### src/common/tm2_params.svh
`ifndef TM2_PARAMS_SVH
`define TM2_PARAMS_SVH

// register addresses on the special-function register port
`define TM2_ADDR_CTRL      8'hC8
`define TM2_ADDR_RELOAD_LO 8'hC9
`define TM2_ADDR_RELOAD_HI 8'hCA
`define TM2_ADDR_COUNT_LO  8'hCB
`define TM2_ADDR_COUNT_HI  8'hCC

// control register bit positions
`define TM2_BIT_OVF        7
`define TM2_BIT_EXTF       6
`define TM2_BIT_RX_BAUD    5
`define TM2_BIT_TX_BAUD    4
`define TM2_BIT_EXT_EN     3
`define TM2_BIT_RUN        2
`define TM2_BIT_SRC        1
`define TM2_BIT_CAP_RL     0

// reset values and counter constants
`define TM2_CTRL_RESET     8'h00
`define TM2_WORD_RESET     16'h0000
`define TM2_BYTE_ZERO      8'h00
`define TM2_WORD_ALL_ONES  16'hFFFF
`define TM2_WORD_ONE       16'h0001

// timebase divisors
`define TM2_DIV_SLOW       12
`define TM2_DIV_BAUD       2

`endif

### src/common/tm2_pkg.sv
`default_nettype none

package tm2_pkg;

  typedef enum logic [1:0] {
    TM2_OFF,
    TM2_CAPTURE,
    TM2_RELOAD,
    TM2_BAUD
  } tm2_mode_t;

endpackage

`default_nettype wire

### src/common/tm2_tick_if.sv
`timescale 1ns/10ps
`default_nettype none

interface tm2_tick_if;
  logic tick_slow;
  logic tick_baud;
  logic fall_count;
  logic fall_trig;

  modport gen (
    output tick_slow,
    output tick_baud,
    output fall_count,
    output fall_trig
  );
  modport use_side (
    input  tick_slow,
    input  tick_baud,
    input  fall_count,
    input  fall_trig
  );
endinterface

`default_nettype wire

### src/rtl/tm2_timer.sv
// Contract
// capture mode: trigger pin falling edge copies counter into reload/capture pair
// source select 0: count system clock, divided by one or twelve
// source select 1: each count pin falling edge increments the counter; in baud mode the code counts every second edge
// capture/reload modes: rollover from all ones sets overflow flag, requests interrupt
// capture mode needs capture select and run set, both baud bits clear
// capture only with external enable; otherwise trigger edges are ignored
// reload mode: overflow loads counter from reload pair, counting continues
// reload mode needs capture select clear and run set; run starts counting
// reload mode with external enable: trigger falling edge also reloads counter
// either baud bit selects baud mode, which reloads regardless of capture select
// baud mode: overflow reloads, no flag, pulses shift clock of chosen direction
// the UART divides the overflow pulse rate by sixteen
// baud mode with internal source counts system clock divided by two only
// external source baud rate is pin rate over 32 times reload distance
// baud mode with external enable: trigger falling edge sets external flag
// software uses this clock only while the UART runs variable-rate modes
// divide select 0 counts clock over twelve; 1 counts every clock
// both flags stay set until software writes zero; set beats clear
`timescale 1ns/10ps
`default_nettype none
`include "tm2_params.svh"

module tm2_timer (
  // clock and reset
  input  wire logic       mclk_in,
  input  wire logic       arst_n_in,
  // special-function register port
  input  wire logic [7:0] sfr_addr_in,
  input  wire logic       sfr_wr_in,
  input  wire logic [7:0] sfr_wdata_in,
  output logic      [7:0] sfr_rdata_out,
  // clock control
  input  wire logic       clock_divide_select_in,
  // pins
  input  wire logic       ext_count_pin_in,
  input  wire logic       ext_trigger_pin_in,
  // events
  output logic            timer_irq_req_out,
  output logic            rx_shift_tick_out,
  output logic            tx_shift_tick_out
);

  tm2_tick_if ticks ();

  tm2_tick_gen u_tick_gen (
    .mclk_in            (mclk_in),
    .arst_n_in          (arst_n_in),
    .ext_count_pin_in   (ext_count_pin_in),
    .ext_trigger_pin_in (ext_trigger_pin_in),
    .ticks              (ticks.gen)
  );

  logic [7:0]        ctrl;
  logic [15:0]       count;
  logic [15:0]       reload;
  logic [7:0]        next_ctrl;
  logic [15:0]       next_count;
  logic [15:0]       next_reload;
  logic [7:0]        next_rdata;
  logic              next_irq;
  logic              next_rx_tick;
  logic              next_tx_tick;
  tm2_pkg::tm2_mode_t mode;
  // decode results shared by the next-value processes
  logic              inc_en;
  logic              ovf;
  logic              trig;
  // pin edge halving for baud mode
  logic              ext_half;
  logic              next_ext_half;

  // every control bit must sit inside the byte-wide register
  if (`TM2_BIT_OVF >= $bits(ctrl) || `TM2_BIT_CAP_RL < 0) begin : g_bad_bits
    $error("tm2_timer: control bit positions out of range");
  end

  always_comb begin
    // mode decode
    if (!ctrl[`TM2_BIT_RUN]) begin
      mode = tm2_pkg::TM2_OFF;
    end else if (ctrl[`TM2_BIT_RX_BAUD] | ctrl[`TM2_BIT_TX_BAUD]) begin
      mode = tm2_pkg::TM2_BAUD;
    end else if (ctrl[`TM2_BIT_CAP_RL]) begin
      mode = tm2_pkg::TM2_CAPTURE;
    end else begin
      mode = tm2_pkg::TM2_RELOAD;
    end

    // count enable
    if (mode == tm2_pkg::TM2_OFF) begin
      inc_en = 1'b0;
    end else if (ctrl[`TM2_BIT_SRC] && mode == tm2_pkg::TM2_BAUD) begin
      // pin timebase is halved in baud mode, as the internal one is
      inc_en = ticks.fall_count & ext_half;
    end else if (ctrl[`TM2_BIT_SRC]) begin
      inc_en = ticks.fall_count;
    end else if (mode == tm2_pkg::TM2_BAUD) begin
      inc_en = ticks.tick_baud;
    end else begin
      inc_en = clock_divide_select_in ? 1'b1 : ticks.tick_slow;
    end

    ovf  = inc_en && (count == `TM2_WORD_ALL_ONES);
    trig = ctrl[`TM2_BIT_EXT_EN] & ticks.fall_trig;
  end

  // next values of the software-visible timer state
  always_comb begin
    next_ctrl     = ctrl;
    next_count    = inc_en ? count + `TM2_WORD_ONE : count;
    next_reload   = reload;
    next_ext_half = 1'b0;
    // pin edge divider only runs in baud mode with the pin source
    if (mode == tm2_pkg::TM2_BAUD && ctrl[`TM2_BIT_SRC]) begin
      next_ext_half = ext_half ^ ticks.fall_count;
    end

    // software writes first, hardware events override
    if (sfr_wr_in) begin
      unique case (sfr_addr_in)
        `TM2_ADDR_CTRL:      next_ctrl = sfr_wdata_in;
        `TM2_ADDR_RELOAD_LO: next_reload[7:0] = sfr_wdata_in;
        `TM2_ADDR_RELOAD_HI: next_reload[15:8] = sfr_wdata_in;
        `TM2_ADDR_COUNT_LO:  next_count[7:0] = sfr_wdata_in;
        `TM2_ADDR_COUNT_HI:  next_count[15:8] = sfr_wdata_in;
        default:             next_ctrl = ctrl;
      endcase
    end

    unique case (mode)
      tm2_pkg::TM2_OFF: begin
        next_ctrl = next_ctrl;
      end
      tm2_pkg::TM2_CAPTURE: begin
        if (ovf) begin
          next_ctrl[`TM2_BIT_OVF] = 1'b1;
        end
        if (trig) begin
          next_reload = count;
          next_ctrl[`TM2_BIT_EXTF] = 1'b1;
        end
      end
      tm2_pkg::TM2_RELOAD: begin
        if (ovf) begin
          next_ctrl[`TM2_BIT_OVF] = 1'b1;
        end
        if (ovf || trig) begin
          next_count = reload;
        end
        if (trig) begin
          next_ctrl[`TM2_BIT_EXTF] = 1'b1;
        end
      end
      tm2_pkg::TM2_BAUD: begin
        if (ovf) begin
          next_count = reload;
        end
        if (trig) begin
          next_ctrl[`TM2_BIT_EXTF] = 1'b1;
        end
      end
    endcase
  end

  // next values of the registered outputs
  always_comb begin
    next_irq = next_ctrl[`TM2_BIT_OVF] | next_ctrl[`TM2_BIT_EXTF];
    // overflow pulses reach the shift clock only for the chosen direction
    next_rx_tick = 1'b0;
    next_tx_tick = 1'b0;
    if (mode == tm2_pkg::TM2_BAUD && ovf) begin
      next_rx_tick = ctrl[`TM2_BIT_RX_BAUD];
      next_tx_tick = ctrl[`TM2_BIT_TX_BAUD];
    end

    unique case (sfr_addr_in)
      `TM2_ADDR_CTRL:      next_rdata = next_ctrl;
      `TM2_ADDR_RELOAD_LO: next_rdata = next_reload[7:0];
      `TM2_ADDR_RELOAD_HI: next_rdata = next_reload[15:8];
      `TM2_ADDR_COUNT_LO:  next_rdata = next_count[7:0];
      `TM2_ADDR_COUNT_HI:  next_rdata = next_count[15:8];
      default:             next_rdata = `TM2_BYTE_ZERO;
    endcase
  end

  // timer state
  always_ff @(posedge mclk_in or negedge arst_n_in) begin
    if (!arst_n_in) begin
      ctrl     <= `TM2_CTRL_RESET;
      count    <= `TM2_WORD_RESET;
      reload   <= `TM2_WORD_RESET;
      ext_half <= 1'b0;
    end else begin
      ctrl     <= next_ctrl;
      count    <= next_count;
      reload   <= next_reload;
      ext_half <= next_ext_half;
    end
  end

  // outputs straight from flip-flops
  always_ff @(posedge mclk_in or negedge arst_n_in) begin
    if (!arst_n_in) begin
      sfr_rdata_out     <= `TM2_BYTE_ZERO;
      timer_irq_req_out <= 1'b0;
      rx_shift_tick_out <= 1'b0;
      tx_shift_tick_out <= 1'b0;
    end else begin
      sfr_rdata_out     <= next_rdata;
      timer_irq_req_out <= next_irq;
      rx_shift_tick_out <= next_rx_tick;
      tx_shift_tick_out <= next_tx_tick;
    end
  end

endmodule

`default_nettype wire

### src/rtl/tm2_tick_gen.sv
`timescale 1ns/10ps
`default_nettype none
`include "tm2_params.svh"

module tm2_tick_gen #(
  parameter int SLOW_DIV = `TM2_DIV_SLOW,
  parameter int BAUD_DIV = `TM2_DIV_BAUD
) (
  // clock and reset
  input  wire logic   mclk_in,
  input  wire logic   arst_n_in,
  // pins
  input  wire logic   ext_count_pin_in,
  input  wire logic   ext_trigger_pin_in,
  // ticks
  tm2_tick_if.gen     ticks
);

  localparam int SW = $clog2(SLOW_DIV);
  localparam int BW = $clog2(BAUD_DIV);

  if (SLOW_DIV < 2 || BAUD_DIV < 2) begin : g_bad_div
    $error("tm2_tick_gen: divisors must be at least 2");
  end

  logic [SW-1:0] slow_cnt;
  logic [SW-1:0] next_slow_cnt;
  logic [BW-1:0] baud_cnt;
  logic [BW-1:0] next_baud_cnt;
  logic          count_prev;
  logic          trig_prev;
  logic          tick_slow;
  logic          tick_baud;
  logic          fall_count;
  logic          fall_trig;
  logic          next_tick_slow;
  logic          next_tick_baud;
  logic          next_fall_count;
  logic          next_fall_trig;

  always_comb begin
    next_tick_slow  = (slow_cnt == SW'(SLOW_DIV - 1));
    next_slow_cnt   = next_tick_slow ? '0 : slow_cnt + SW'(1);
    next_tick_baud  = (baud_cnt == BW'(BAUD_DIV - 1));
    next_baud_cnt   = next_tick_baud ? '0 : baud_cnt + BW'(1);
    // high-to-low transitions on the two pins
    next_fall_count = count_prev & ~ext_count_pin_in;
    next_fall_trig  = trig_prev & ~ext_trigger_pin_in;
  end

  always_ff @(posedge mclk_in or negedge arst_n_in) begin
    if (!arst_n_in) begin
      slow_cnt   <= '0;
      baud_cnt   <= '0;
      count_prev <= 1'b0;
      trig_prev  <= 1'b0;
      tick_slow  <= 1'b0;
      tick_baud  <= 1'b0;
      fall_count <= 1'b0;
      fall_trig  <= 1'b0;
    end else begin
      slow_cnt   <= next_slow_cnt;
      baud_cnt   <= next_baud_cnt;
      count_prev <= ext_count_pin_in;
      trig_prev  <= ext_trigger_pin_in;
      tick_slow  <= next_tick_slow;
      tick_baud  <= next_tick_baud;
      fall_count <= next_fall_count;
      fall_trig  <= next_fall_trig;
    end
  end

  assign ticks.tick_slow  = tick_slow;
  assign ticks.tick_baud  = tick_baud;
  assign ticks.fall_count = fall_count;
  assign ticks.fall_trig  = fall_trig;

endmodule

`default_nettype wire

### config.mk
export PLATFORM = sky130hd
export DESIGN_NAME = tm2_timer
export DESIGN_NICKNAME = d
export VERILOG_FILES = /design/src/common/tm2_pkg.sv /design/src/common/tm2_tick_if.sv /design/src/rtl/tm2_timer.sv /design/src/rtl/tm2_tick_gen.sv
export VERILOG_INCLUDE_DIRS = /design/src /design/src/common
export SDC_FILE = /design/constraint.sdc
export NUM_CORES = 1
export LEC_CHECK = 0
export BUFFER_PORTS_ARGS = -buffer_cell sky130_fd_sc_hd__buf_2
export CAP_MARGIN = 20
export CORE_MARGIN = 3
export CORE_UTILIZATION = 54
export CTS_CLUSTER_SIZE = 30
export DETAILED_ROUTE_END_ITERATION = 8
export PLACE_DENSITY = 0.76
export SLEW_MARGIN = 20
export SYNTH_ARGS = -nofsm -noshare
export SYNTH_HDL_FRONTEND = slang
export SYNTH_SLANG_ARGS = --single-unit
### constraint.sdc
create_clock -name mclk_in -period 2.5 [get_ports mclk_in]
set_input_delay 0.25 -clock mclk_in [delete_from_list [all_inputs] [get_ports mclk_in]]
set_output_delay 0.25 -clock mclk_in [all_outputs]
set_load 0.1 [all_outputs]
* Word level (Yosys, flattened, before mapping) *
Cells that the tools add are included.

storage, ports and cells
  flip-flop bits (word level) = 63
  input bits = 22
  output and inout bits = 11
  word-level logic and storage cells = 77

cells by class
  add/sub/neg operators = 3
  equality and inequality tests = 10
  multiplexer cells = 32
  bitwise logic cells = 9
  reductions and logical operators = 7

operators with widths
  operator                                                          count
  16-bit two-way mux                                                7
  8-bit two-way mux                                                 6
  8-bit == test (second input constant)                             5
  8-bit one-hot mux with 5 select lines                             1
  16-bit one-hot mux with 2 select lines                            1
  16-bit by 1-bit adder with 16-bit output (second input constant)  1
  16-bit == test (second input constant)                            1
  1-bit two-way mux                                                 12
  2-bit two-way mux                                                 3
  4-bit by 1-bit adder with 4-bit output (second input constant)    1
  1-bit AND                                                         4
  2-bit == test (second input constant)                             2
  4-bit == test (second input constant)                             1
  4-bit two-way mux                                                 1
  1-bit logical AND                                                 3
  3-bit OR reduction                                                1
  2-bit by 1-bit == test with 1-bit output (second input constant)  1
  2-bit logical NOT                                                 1
  1-bit NOT                                                         2
  1-bit OR                                                          2
  1-bit one-hot mux with 2 select lines                             1
  2-bit OR reduction                                                1
  1-bit adder (second input constant)                               1
  1-bit logical OR                                                  1
  1-bit bitwise XOR                                                 1

* Logic depth before layout (Yosys ltp) *
Gate-level depths: netlist (run 1).

  depth after elaboration = 14
  gate-level depth with buffers = 14
  depth with buffers taken out = 11

* Hierarchy *
Synthesis (run 1) repeated with hierarchy kept, for this count alone.

second synthesis, totals
  cell total of the unflattened synthesis = 393
  area total of the unflattened synthesis = 3,769.9 sq um

modules (own cells, without submodules)
  module        instances  cells each  area an instance (sq um)  seq. area each (sq um)
  tm2_timer     1          369         3,398.3                   1,301.2
  tm2_tick_gen  1          24          371.6                     275.3

* Worst setup path after synthesis (run 1) *
OpenSTA, ideal clock, no wires.

  kind = reg-to-reg
  start = register ctrl[4]
  end = register sfr_rdata_out[7]
  setup time = 0.088 ns
  arrival = 2.602 ns
  data required time = 2.412 ns
  setup slack = -0.190 ns
  cell stages (with the launch flop) = 11
  path buffers = 2
  clock period less this slack = 2.690 ns
  path through = dfrtp_1 o31a_1 ha_1 buf_2 and3b_1 or4b_1 buf_2 or4_1 nand3_1 a32oi_1 o2111ai_2

between the ends
  cells in the longest elaborated chain, start to end = 14
  elaborated cells on any way between the ends = 26
  classes of those cells = eq/ne (3); mux (17); bitwise (1); reduce/logical (5)

ends and longest elaborated chain
  what                                       line                                                text
  from (decl)                                tm2_timer.sv:54                                     logic [7:0] ctrl;
  from (signal assigned)                     tm2_timer.sv:190                                    ctrl <= `TM2_CTRL_RESET;
  from (signal assigned)                     tm2_timer.sv:195                                    ctrl <= next_ctrl;
  1-bit OR (*)                               tm2_timer.sv:82                                     end else if (ctrl[`TM2_BIT_RX_BAUD] | ctrl[`TM2_BIT_TX_BAUD]) begin
  2-bit two-way mux (*)                      tm2_timer.sv:82
  2-bit two-way mux (*)                      tm2_timer.sv:80                                     if (!ctrl[`TM2_BIT_RUN]) begin
  2-bit == test                              tm2_timer.sv:93, tm2_timer.sv:98, tm2_timer.sv:131
  1-bit two-way mux                          tm2_timer.sv:98                                     end else if (mode == tm2_pkg::TM2_BAUD) begin
  1-bit two-way mux                          tm2_timer.sv:96                                     end else if (ctrl[`TM2_BIT_SRC]) begin
  1-bit two-way mux                          tm2_timer.sv:93                                     end else if (ctrl[`TM2_BIT_SRC] && mode == tm2_pkg::TM2_BAUD) begin
  1-bit two-way mux                          tm2_timer.sv:91                                     if (mode == tm2_pkg::TM2_OFF) begin
  16-bit two-way mux                         tm2_timer.sv:111                                    next_count = inc_en ? count + `TM2_WORD_ONE : count;
  8-bit two-way mux                          tm2_timer.sv:121                                    unique case (sfr_addr_in)
  16-bit two-way mux                         tm2_timer.sv:120                                    if (sfr_wr_in) begin
  16-bit two-way mux (on tied branches)      tm2_timer.sv:156, tm2_timer.sv:148
  16-bit one-hot mux with 2 select lines     tm2_timer.sv:131                                    unique case (mode)
  8-bit one-hot mux with 5 select lines (*)  tm2_timer.sv:177                                    unique case (sfr_addr_in)
  named net next_rdata[7]                    tm2_timer.sv:60                                     logic [7:0] next_rdata;
  to (signal assigned)                       tm2_timer.sv:205                                    sfr_rdata_out <= `TM2_BYTE_ZERO;
  to (signal assigned)                       tm2_timer.sv:210                                    sfr_rdata_out <= next_rdata;
  to (decl)                                  tm2_timer.sv:32                                     output logic [7:0] sfr_rdata_out,

Mark *: on every way through the listed nets, which the timed path passes. The rest lies on a longest branch.

* Worst setup path after layout (run 1) *
  start = register ctrl[4]
  end = register sfr_rdata_out[1]

The elaborated chain is that of the path after synthesis.

==> results.rst, run 1 <==
.. list-table::
   :header-rows: 1

   * - Metric
     - Value
   * - Synthesized instance count
     - 417
   * - Syn. warnings
     - 0
   * - Routability congestion estimate from global placement
     - 0.980
   * - Violated checks
     - setup timing
   * - Area used by multi-input combinational logic
     - 2330 um^2
   * - Final design instance area without fill
     - 4910 um^2
   * - Cell area after synthesis
     - 3880 um^2
   * - Die Outline Area
     - 8240 um^2
   * - Die Span X
     - 90.8 um
   * - TritonCTS sink count
     - 63
   * - Hold WC Path Type
     - primary input to flop
   * - Achievable clock frequency
     - 0.374 GHz
   * - CP startpoint kind
     - flop
   * - Netlist cell types
     - 65
   * - Number of max-slew violations in the final report
     - 0
   * - Inserted Diodes
     - 0
   * - Share of async-settable or async-resettable flops after synthesis
     - 100%
   * - Starting density of the core
     - 56.5%
   * - Final period util
     - 107%
   * - Prevailing post-synth register cell
     - sky130_fd_sc_hd__dfrtp_1
   * - Clock insertion delay at the later pin of the skew report
     - 360 ps
   * - Worst slew margin relative to its limit
     - 49.7%
   * - Fin nets
     - 518
   * - Std-Cell Core Area
     - 6870 um^2
   * - Peak supply drop
     - 0.000324 V
   * - CTS tree
     - done
   * - Utilization after layout
     - 71.4%
   * - Vias
     - 3973
   * - Number of placement rows
     - 30
   * - Maximum buffer depth of the clock tree
     - 2
   * - Die Span Y
     - 90.8 um
   * - Storage cell area
     - 1580 um^2
   * - Top-count cell post-synth
     - sky130_fd_sc_hd__dfrtp_1
   * - Number of synthesized flops with an enable pin
     - 0
   * - Placed instance count
     - 568
   * - Yosys top cell by area
     - sky130_fd_sc_hd__dfrtp_1
   * - Post-synth top area share
     - 40.6%
   * - Share of final-layout standard cells stronger than drive strength 1
     - 30.6%
   * - Result of the run
     - finished, violations left
   * - TritonCTS Buffers
     - 9
   * - Area after DPL
     - 4450 um^2
   * - Yosys reg bits
     - 63
   * - Post-Syn Nets
     - 446
   * - Non-filler cells in the finished layout
     - 590
   * - Worst clock skew
     - 9.09 ps
   * - Largest net degree at the start of global routing
     - 34
   * - PnR worst setup slack
     - -177 ps
   * - Sum of negative setup slack
     - -1730 ps
   * - Sum of overflow across all layers after global routing
     - 0
   * - Syn-to-layout area delta
     - 26.4%
   * - Number of antenna violations at the first check in global routing
     - 0
   * - Unrepaired setup endpoints after global routing
     - yes
   * - Boundary pin count
     - 33
   * - Portion of the post-synthesis area used by sequential elements
     - 40.6%
   * - Average size of a mapped cell
     - 9.31 um^2
   * - Fill cells
     - 514
   * - DRC violation count after routing
     - 0
   * - Required time at the worst-slack endpoint
     - 2780 ps
   * - DR WL/cell
     - 21.6 um
   * - CTS HTree Levels
     - 3
   * - Top cell types by occurrence after synthesis
     - sky130_fd_sc_hd__dfrtp_1 (63), sky130_fd_sc_hd__nand2_1 (33), sky130_fd_sc_hd__nor2_1 (31)
   * - Min cycle time layout
     - 2680 ps
   * - Final Setup Violations
     - 21
   * - Post-detailed-route via-to-cell ratio
     - 6.73
   * - Static leakage
     - 0.00237 uW
   * - Global-route wire length before repair
     - 19.2 mm
   * - Number of max-cap violations
     - 0
   * - Clock transition at the register clock pins on the worst setup and hold paths after CTS
     - 80 ps
   * - DPL Wire Length
     - 8.58 mm
   * - Worst Max-Slew Pin Slew
     - 754 ps
   * - Clock tree root driver cell
     - sky130_fd_sc_hd__clkbuf_8
   * - Total routing usage reported by global routing
     - 29.8%
   * - Total length of routed wires
     - 12.8 mm
   * - Top post-synthesis cells by area
     - sky130_fd_sc_hd__dfrtp_1 (41%), sky130_fd_sc_hd__mux2i_1 (5.7%), sky130_fd_sc_hd__a21oi_1 (3.9%), sky130_fd_sc_hd__nand3_1 (3.2%), sky130_fd_sc_hd__nand2_1 (3.2%)
   * - Post-placement setup slack
     - -186 ps
   * - Critical Path Fanout Max
     - 8
   * - Vias in the first global route
     - 3868
   * - Remaining antenna violation count
     - 0
   * - Final hold violation count
     - 0
   * - Number of detailed-route iterations in the first pass
     - 6
   * - PD cells
     - 506 nW/um^2
   * - First-iteration detailed-routing DRC count
     - 638
   * - # port buffers
     - 32
   * - Endpoint type of the worst setup path
     - flop
   * - Critical Path AT
     - 2960 ps
   * - Kind of critical path
     - flop to flop
## flip-flops by register name (all words and copies together), names as in the netlist, 4 cells and up
register,count
ctrl,8
sfr_rdata_out,8
count,16
u_tick_gen.slow_cnt,4
reload,16
## cell type report
type	instances	share of cell area [%]
repair buffers	83	12.9
inverters	14	1.07
clock inverters	4	1.12
flip-flops and latches	63	32.1
well taps	96	2.45
multi-input cells	318	47.4
clock buffers	12	2.96
## logic make-up (layout without fill, tap and decap cells)
| family | after synthesis | in the layout | synth area share (%) |
|---|---|---|---|
| compound gates | 116 | 116 | 21.6 |
| xor+xnor | 9 | 9 | 2.03 |
| fa+ha+maj | 7 | 7 | 2.26 |
| buf+inv | 36 | 113 | 3.96 |
| flops | 63 | 63 | 40.6 |
| mux | 27 | 27 | 7.12 |
| simple gates | 159 | 159 | 22.4 |
## repair_timing
item / 4_1_cts / 5_1_grt
cloned: 0 / 2
endpoints found under the hold margin: 24 / 0
gates resized for setup: 13 / 31
pin swaps: 8 / 14
setup endpoints to repair: 24 / 24
setup buffers: 3 / 1
hold buffers: 1 / 0
## power by group
group	total (uW)	leakage [uW]	switching (uW)	internal, uW
combinational	400	0.00150	230	170
clock	929	0.0000968	437	492
sequential	1160	0.000777	76.9	1080
total	2490	0.00237	744	1740
## critical path, stage by stage, from the launching register on
cell,delay (ps)
sky130_fd_sc_hd__dfrtp_1,400
sky130_fd_sc_hd__o31a_1,330
sky130_fd_sc_hd__ha_2,200
sky130_fd_sc_hd__and3b_1,190
sky130_fd_sc_hd__or4b_4,580
sky130_fd_sc_hd__buf_6,160
sky130_fd_sc_hd__nor3_4,140
sky130_fd_sc_hd__xnor2_2,90
sky130_fd_sc_hd__a2111o_1,410
sky130_fd_sc_hd__nand4_1,90
## cells in the final DEF (no fill, tap or decap), types with 6 or more instances in the layout
cell type | netlist | layout
sky130_fd_sc_hd__o21ai_0 | 14 | 12
sky130_fd_sc_hd__nand4_1 | 7 | 7
sky130_fd_sc_hd__mux2i_1 | 22 | 22
sky130_fd_sc_hd__nand2b_1 | 6 | 6
sky130_fd_sc_hd__nand3_1 | 25 | 21
sky130_fd_sc_hd__a211oi_1 | 7 | 6
sky130_fd_sc_hd__or2_2 | 11 | 10
sky130_fd_sc_hd__inv_1 | 13 | 11
sky130_fd_sc_hd__and3_1 | 7 | 7
sky130_fd_sc_hd__ha_1 | 7 | 6
sky130_fd_sc_hd__a21oi_1 | 30 | 30
sky130_fd_sc_hd__dfrtp_1 | 63 | 63
sky130_fd_sc_hd__buf_4 | 3 | 39
sky130_fd_sc_hd__nor2_1 | 31 | 30
sky130_fd_sc_hd__clkbuf_8 | 0 | 10
sky130_fd_sc_hd__nand2_1 | 33 | 30
sky130_fd_sc_hd__a22o_1 | 11 | 11
sky130_fd_sc_hd__buf_2 | 6 | 32
## stage by stage
stage | total power [uW] | hold WS (ps)
3_3_place_gp | 1510 | 341
4_1_cts | 2450 | 11.6
6_report | 2490 | 12.7
3_5_place_dp | 1530 | 362
2_1_floorplan | 1360 | -45.6
5_1_grt | 2560 | 6.86
## final timing paths
check,from,end,slack (ps),depth (start not counted)
min in group asynchronous,arst_n_in,ctrl[3]$_DFF_PN0_,490,2
hold / removal,ext_trigger_pin_in,u_tick_gen.trig_prev$_DFF_PN0_,10,1
setup reg to reg,ctrl[4]$_DFF_PN0_,sfr_rdata_out[1]$_DFF_PN0_,-180,9
setup / recovery,ctrl[4]$_DFF_PN0_,sfr_rdata_out[1]$_DFF_PN0_,-180,9
hold reg to reg,u_tick_gen.baud_cnt$_DFF_PN0_,u_tick_gen.ticks.tick_baud$_DFF_PN0_,390,0
max in group asynchronous,arst_n_in,sfr_rdata_out[1]$_DFF_PN0_,1360,3
## per-layer routing
layer / global-route usage [%] / up-vias / wire (um)
li1: - / 1718 / -
met4: 17.8 / 0 / 629
met2: 45.4 / 304 / 5770
met3: 6.33 / 72 / 1390
met1: 38.8 / 1879 / 4990
met5: 0 / - / 0
No activity file was read; power rests on OpenSTA's default activity.
==> inputs of run 2 (changes only) <==
Settings changed: MAX_ROUTING_LAYER set to met4.
==> run 2 against run 1 <==
The run still ends with setup timing left. Register-to-register slack about the same. Maximum frequency shrank 0.44%. Sequential cell count stayed put. Critical endpoint is now sfr_rdata_out[3]$_DFF_PN0_.
==> results.rst, run 2 (synthesized netlist as in run 1, its figures left out) <==
.. list-table::
   :header-rows: 1

   * - Metric
     - Value
   * - PnR worst setup slack
     - -188 ps
   * - PD cells
     - 491 nW/um^2
   * - Final design instance area without fill
     - 5070 um^2
   * - Routability congestion estimate from global placement
     - 0.997
   * - Beginning of the worst register-to-register path
     - ctrl[4]$_DFF_PN0_
   * - Critical Path AT
     - 2950 ps
   * - TritonCTS sink count
     - 63
   * - Seq pwr share
     - 46.0%
   * - Maximum cell stage delay along the critical path
     - 570 ps
   * - Worst Max-Slew Pin Slew
     - 753 ps
   * - Std-Cell Core Area
     - 6870 um^2
   * - Post-placement setup slack
     - -209 ps
   * - Result of the run
     - finished, violations left
   * - Hold WC Path Type
     - primary input to flop
   * - Achievable clock frequency
     - 0.372 GHz
   * - Maximum buffer depth of the clock tree
     - 2
   * - TritonCTS Buffers
     - 9
   * - DR WL/cell
     - 21.0 um
   * - Static leakage
     - 0.00244 uW
   * - Clock insertion delay at the later pin of the skew report
     - 360 ps
   * - Worst Reg2Reg Path Length in Cells
     - 8
   * - Kind of cell adding the most delay to the critical path
     - simple AND/OR/NAND/NOR gates
   * - Boundary pin count
     - 33
   * - Worst clock skew
     - 8.69 ps
   * - Utilization after layout
     - 73.8%
   * - Kind of critical path
     - flop to flop
   * - Final Setup Violations
     - 17
   * - Worst slew margin relative to its limit
     - 49.8%
   * - Total routing usage reported by global routing
     - 31.2%
   * - Most common library cell in the layout ignoring fill and taps
     - sky130_fd_sc_hd__dfrtp_1
   * - Number of antenna violations at the first check in global routing
     - 0
   * - Number of max-slew violations in the final report
     - 0
   * - Vias
     - 3946
   * - Clock share of power
     - 37.7%
   * - Leading cell types in the layout, fill and taps excluded
     - sky130_fd_sc_hd__dfrtp_1 (63), sky130_fd_sc_hd__buf_4 (55), sky130_fd_sc_hd__nand2_1 (32), sky130_fd_sc_hd__buf_2 (32), sky130_fd_sc_hd__nor2_1 (30)
   * - Worst Hold Path Cells
     - 1
   * - Switching component of the power
     - 765 uW
   * - Area after DPL
     - 4470 um^2
   * - Sum of overflow across all layers after global routing
     - 0
   * - Number of placement rows
     - 30
   * - Fraction of power consumed by combinational cells
     - 16.3%
   * - Hold Path Sink
     - u_tick_gen.trig_prev$_DFF_PN0_
   * - Die Outline Area
     - 8240 um^2
   * - Slack of the worst reg-to-reg path
     - -190 ps
   * - Final hold violation count
     - 0
   * - # port buffers
     - 32
   * - Starting density of the core
     - 56.5%
   * - Sequence of cells on the critical path
     - o31a_1 > ha_4 > and3b_1 > or4b_4 > or4_4 > nand3_1 > a32oi_1 > o211ai_1
   * - Global-route wire length before repair
     - 19.4 mm
   * - Final period util
     - 108%
   * - Endpoint type of the worst setup path
     - flop
   * - Die Span X
     - 90.8 um
   * - CTS HTree Levels
     - 3
   * - DPL Wire Length
     - 8.79 mm
   * - DRC violation count after routing
     - 0
   * - Final hold slack
     - 13.9 ps
   * - Total length of routed wires
     - 12.7 mm
   * - Violated checks
     - setup timing
   * - Switching portion of total power
     - 30.7%
   * - Vias in the first global route
     - 3829
   * - Required time at the worst-slack endpoint
     - 2760 ps
   * - Cell with the largest stage delay on the worst path
     - sky130_fd_sc_hd__or4b_4
   * - Total internal power
     - 1730 uW
   * - Bufs and invs on worst path
     - 0
   * - Inserted Diodes
     - 0
   * - Die Span Y
     - 90.8 um
   * - Remaining antenna violation count
     - 0
   * - Clock tree root driver cell
     - sky130_fd_sc_hd__clkbuf_8
   * - Crit Reg-Reg Endpoint
     - sfr_rdata_out[3]$_DFF_PN0_
   * - Largest net degree at the start of global routing
     - 33
   * - Min cycle time layout
     - 2690 ps
   * - Number of detailed-route iterations in the first pass
     - 5
   * - Post-detailed-route via-to-cell ratio
     - 6.49
   * - Share of final-layout standard cells stronger than drive strength 1
     - 33.0%
   * - CP startpoint kind
     - flop
   * - Number of max-cap violations
     - 0
   * - Syn-to-layout area delta
     - 30.6%
   * - Unrepaired setup endpoints after global routing
     - yes
   * - Critical Path Fanout Max
     - 8
   * - First-iteration detailed-routing DRC count
     - 307
   * - Peak supply drop
     - 0.000396 V
   * - Fin nets
     - 536
   * - Startpoint of the tightest hold check path
     - ext_trigger_pin_in
   * - CTS tree
     - done
   * - Largest registers
     - count x16, reload x16
   * - Clock transition at the register clock pins on the worst setup and hold paths after CTS
     - 80 ps
-- run 2: per-stage QoR --
stage | TNS (ps) | power, uW | cells
after global routing | -3580 | 2580 | 608
after global placement | -1630 | 1520 | 572
final | -1190 | 2490 | 608
after detailed placement | -2270 | 1530 | 572
after CTS | -370 | 2460 | 594
after floorplan | -495 | 1360 | 417
-- run 2: what timing repair did --
action | in CTS | in global routing
endpoints found under the setup margin | 24 | 23
buffers inserted | 5 | 13
pin swaps | 8 | 7
hold endpoints to repair | 31 | 0
hold buffers | 1 | 0
gates resized for setup | 20 | 26
gates cloned | 0 | 1
-- run 2: layout make-up --
cell class / instances / area, um^2
repair buffers: 101 / 772
clock inverters: 7 / 80.1
flip-flops and latches: 63 / 1580
clock buffers: 9 / 124
well taps: 96 / 120
fillers: 507 / 1800
multi-input cells: 318 / 2350
inverters: 14 / 52.6
-- run 2: how the worst max path moves through the flow --
stage,startpoint,end,cells past startpoint,slack [ps]
finish,ctrl[4]$_DFF_PN0_,sfr_rdata_out[3]$_DFF_PN0_,8,-190
global route,ctrl[4]$_DFF_PN0_,sfr_rdata_out[3]$_DFF_PN0_,11,-290
CTS,ctrl[4]$_DFF_PN0_,sfr_rdata_out[7]$_DFF_PN0_,8,-70
detailed placement,ctrl[5]$_DFF_PN0_,sfr_rdata_out[1]$_DFF_PN0_,9,-210
global placement,ctrl[5]$_DFF_PN0_,sfr_rdata_out[4]$_DFF_PN0_,10,-150
floorplan,ctrl[0]$_DFF_PN0_,sfr_rdata_out[7]$_DFF_PN0_,10,-130
-- run 2: power groups by stage --
stage	sequential, uW	clock, uW	combinational [uW]
after CTS	1140	937	385
after global routing	1150	986	441
after floorplan	1160	0	192
final	1150	938	406
after detailed placement	1160	0	370
after global placement	1160	0	361
-- run 2: routing by layer --
| metal | vias to the layer above | global-route usage [%] | wire [um] |
|---|---|---|---|
| met2 | 228 | 47.5 | 5890 |
| met5 | - | - | 0 |
| met1 | 1916 | 39.8 | 5370 |
| li1 | 1760 | - | - |
| met3 | 42 | 7.25 | 966 |
| met4 | 0 | 13.7 | 514 |
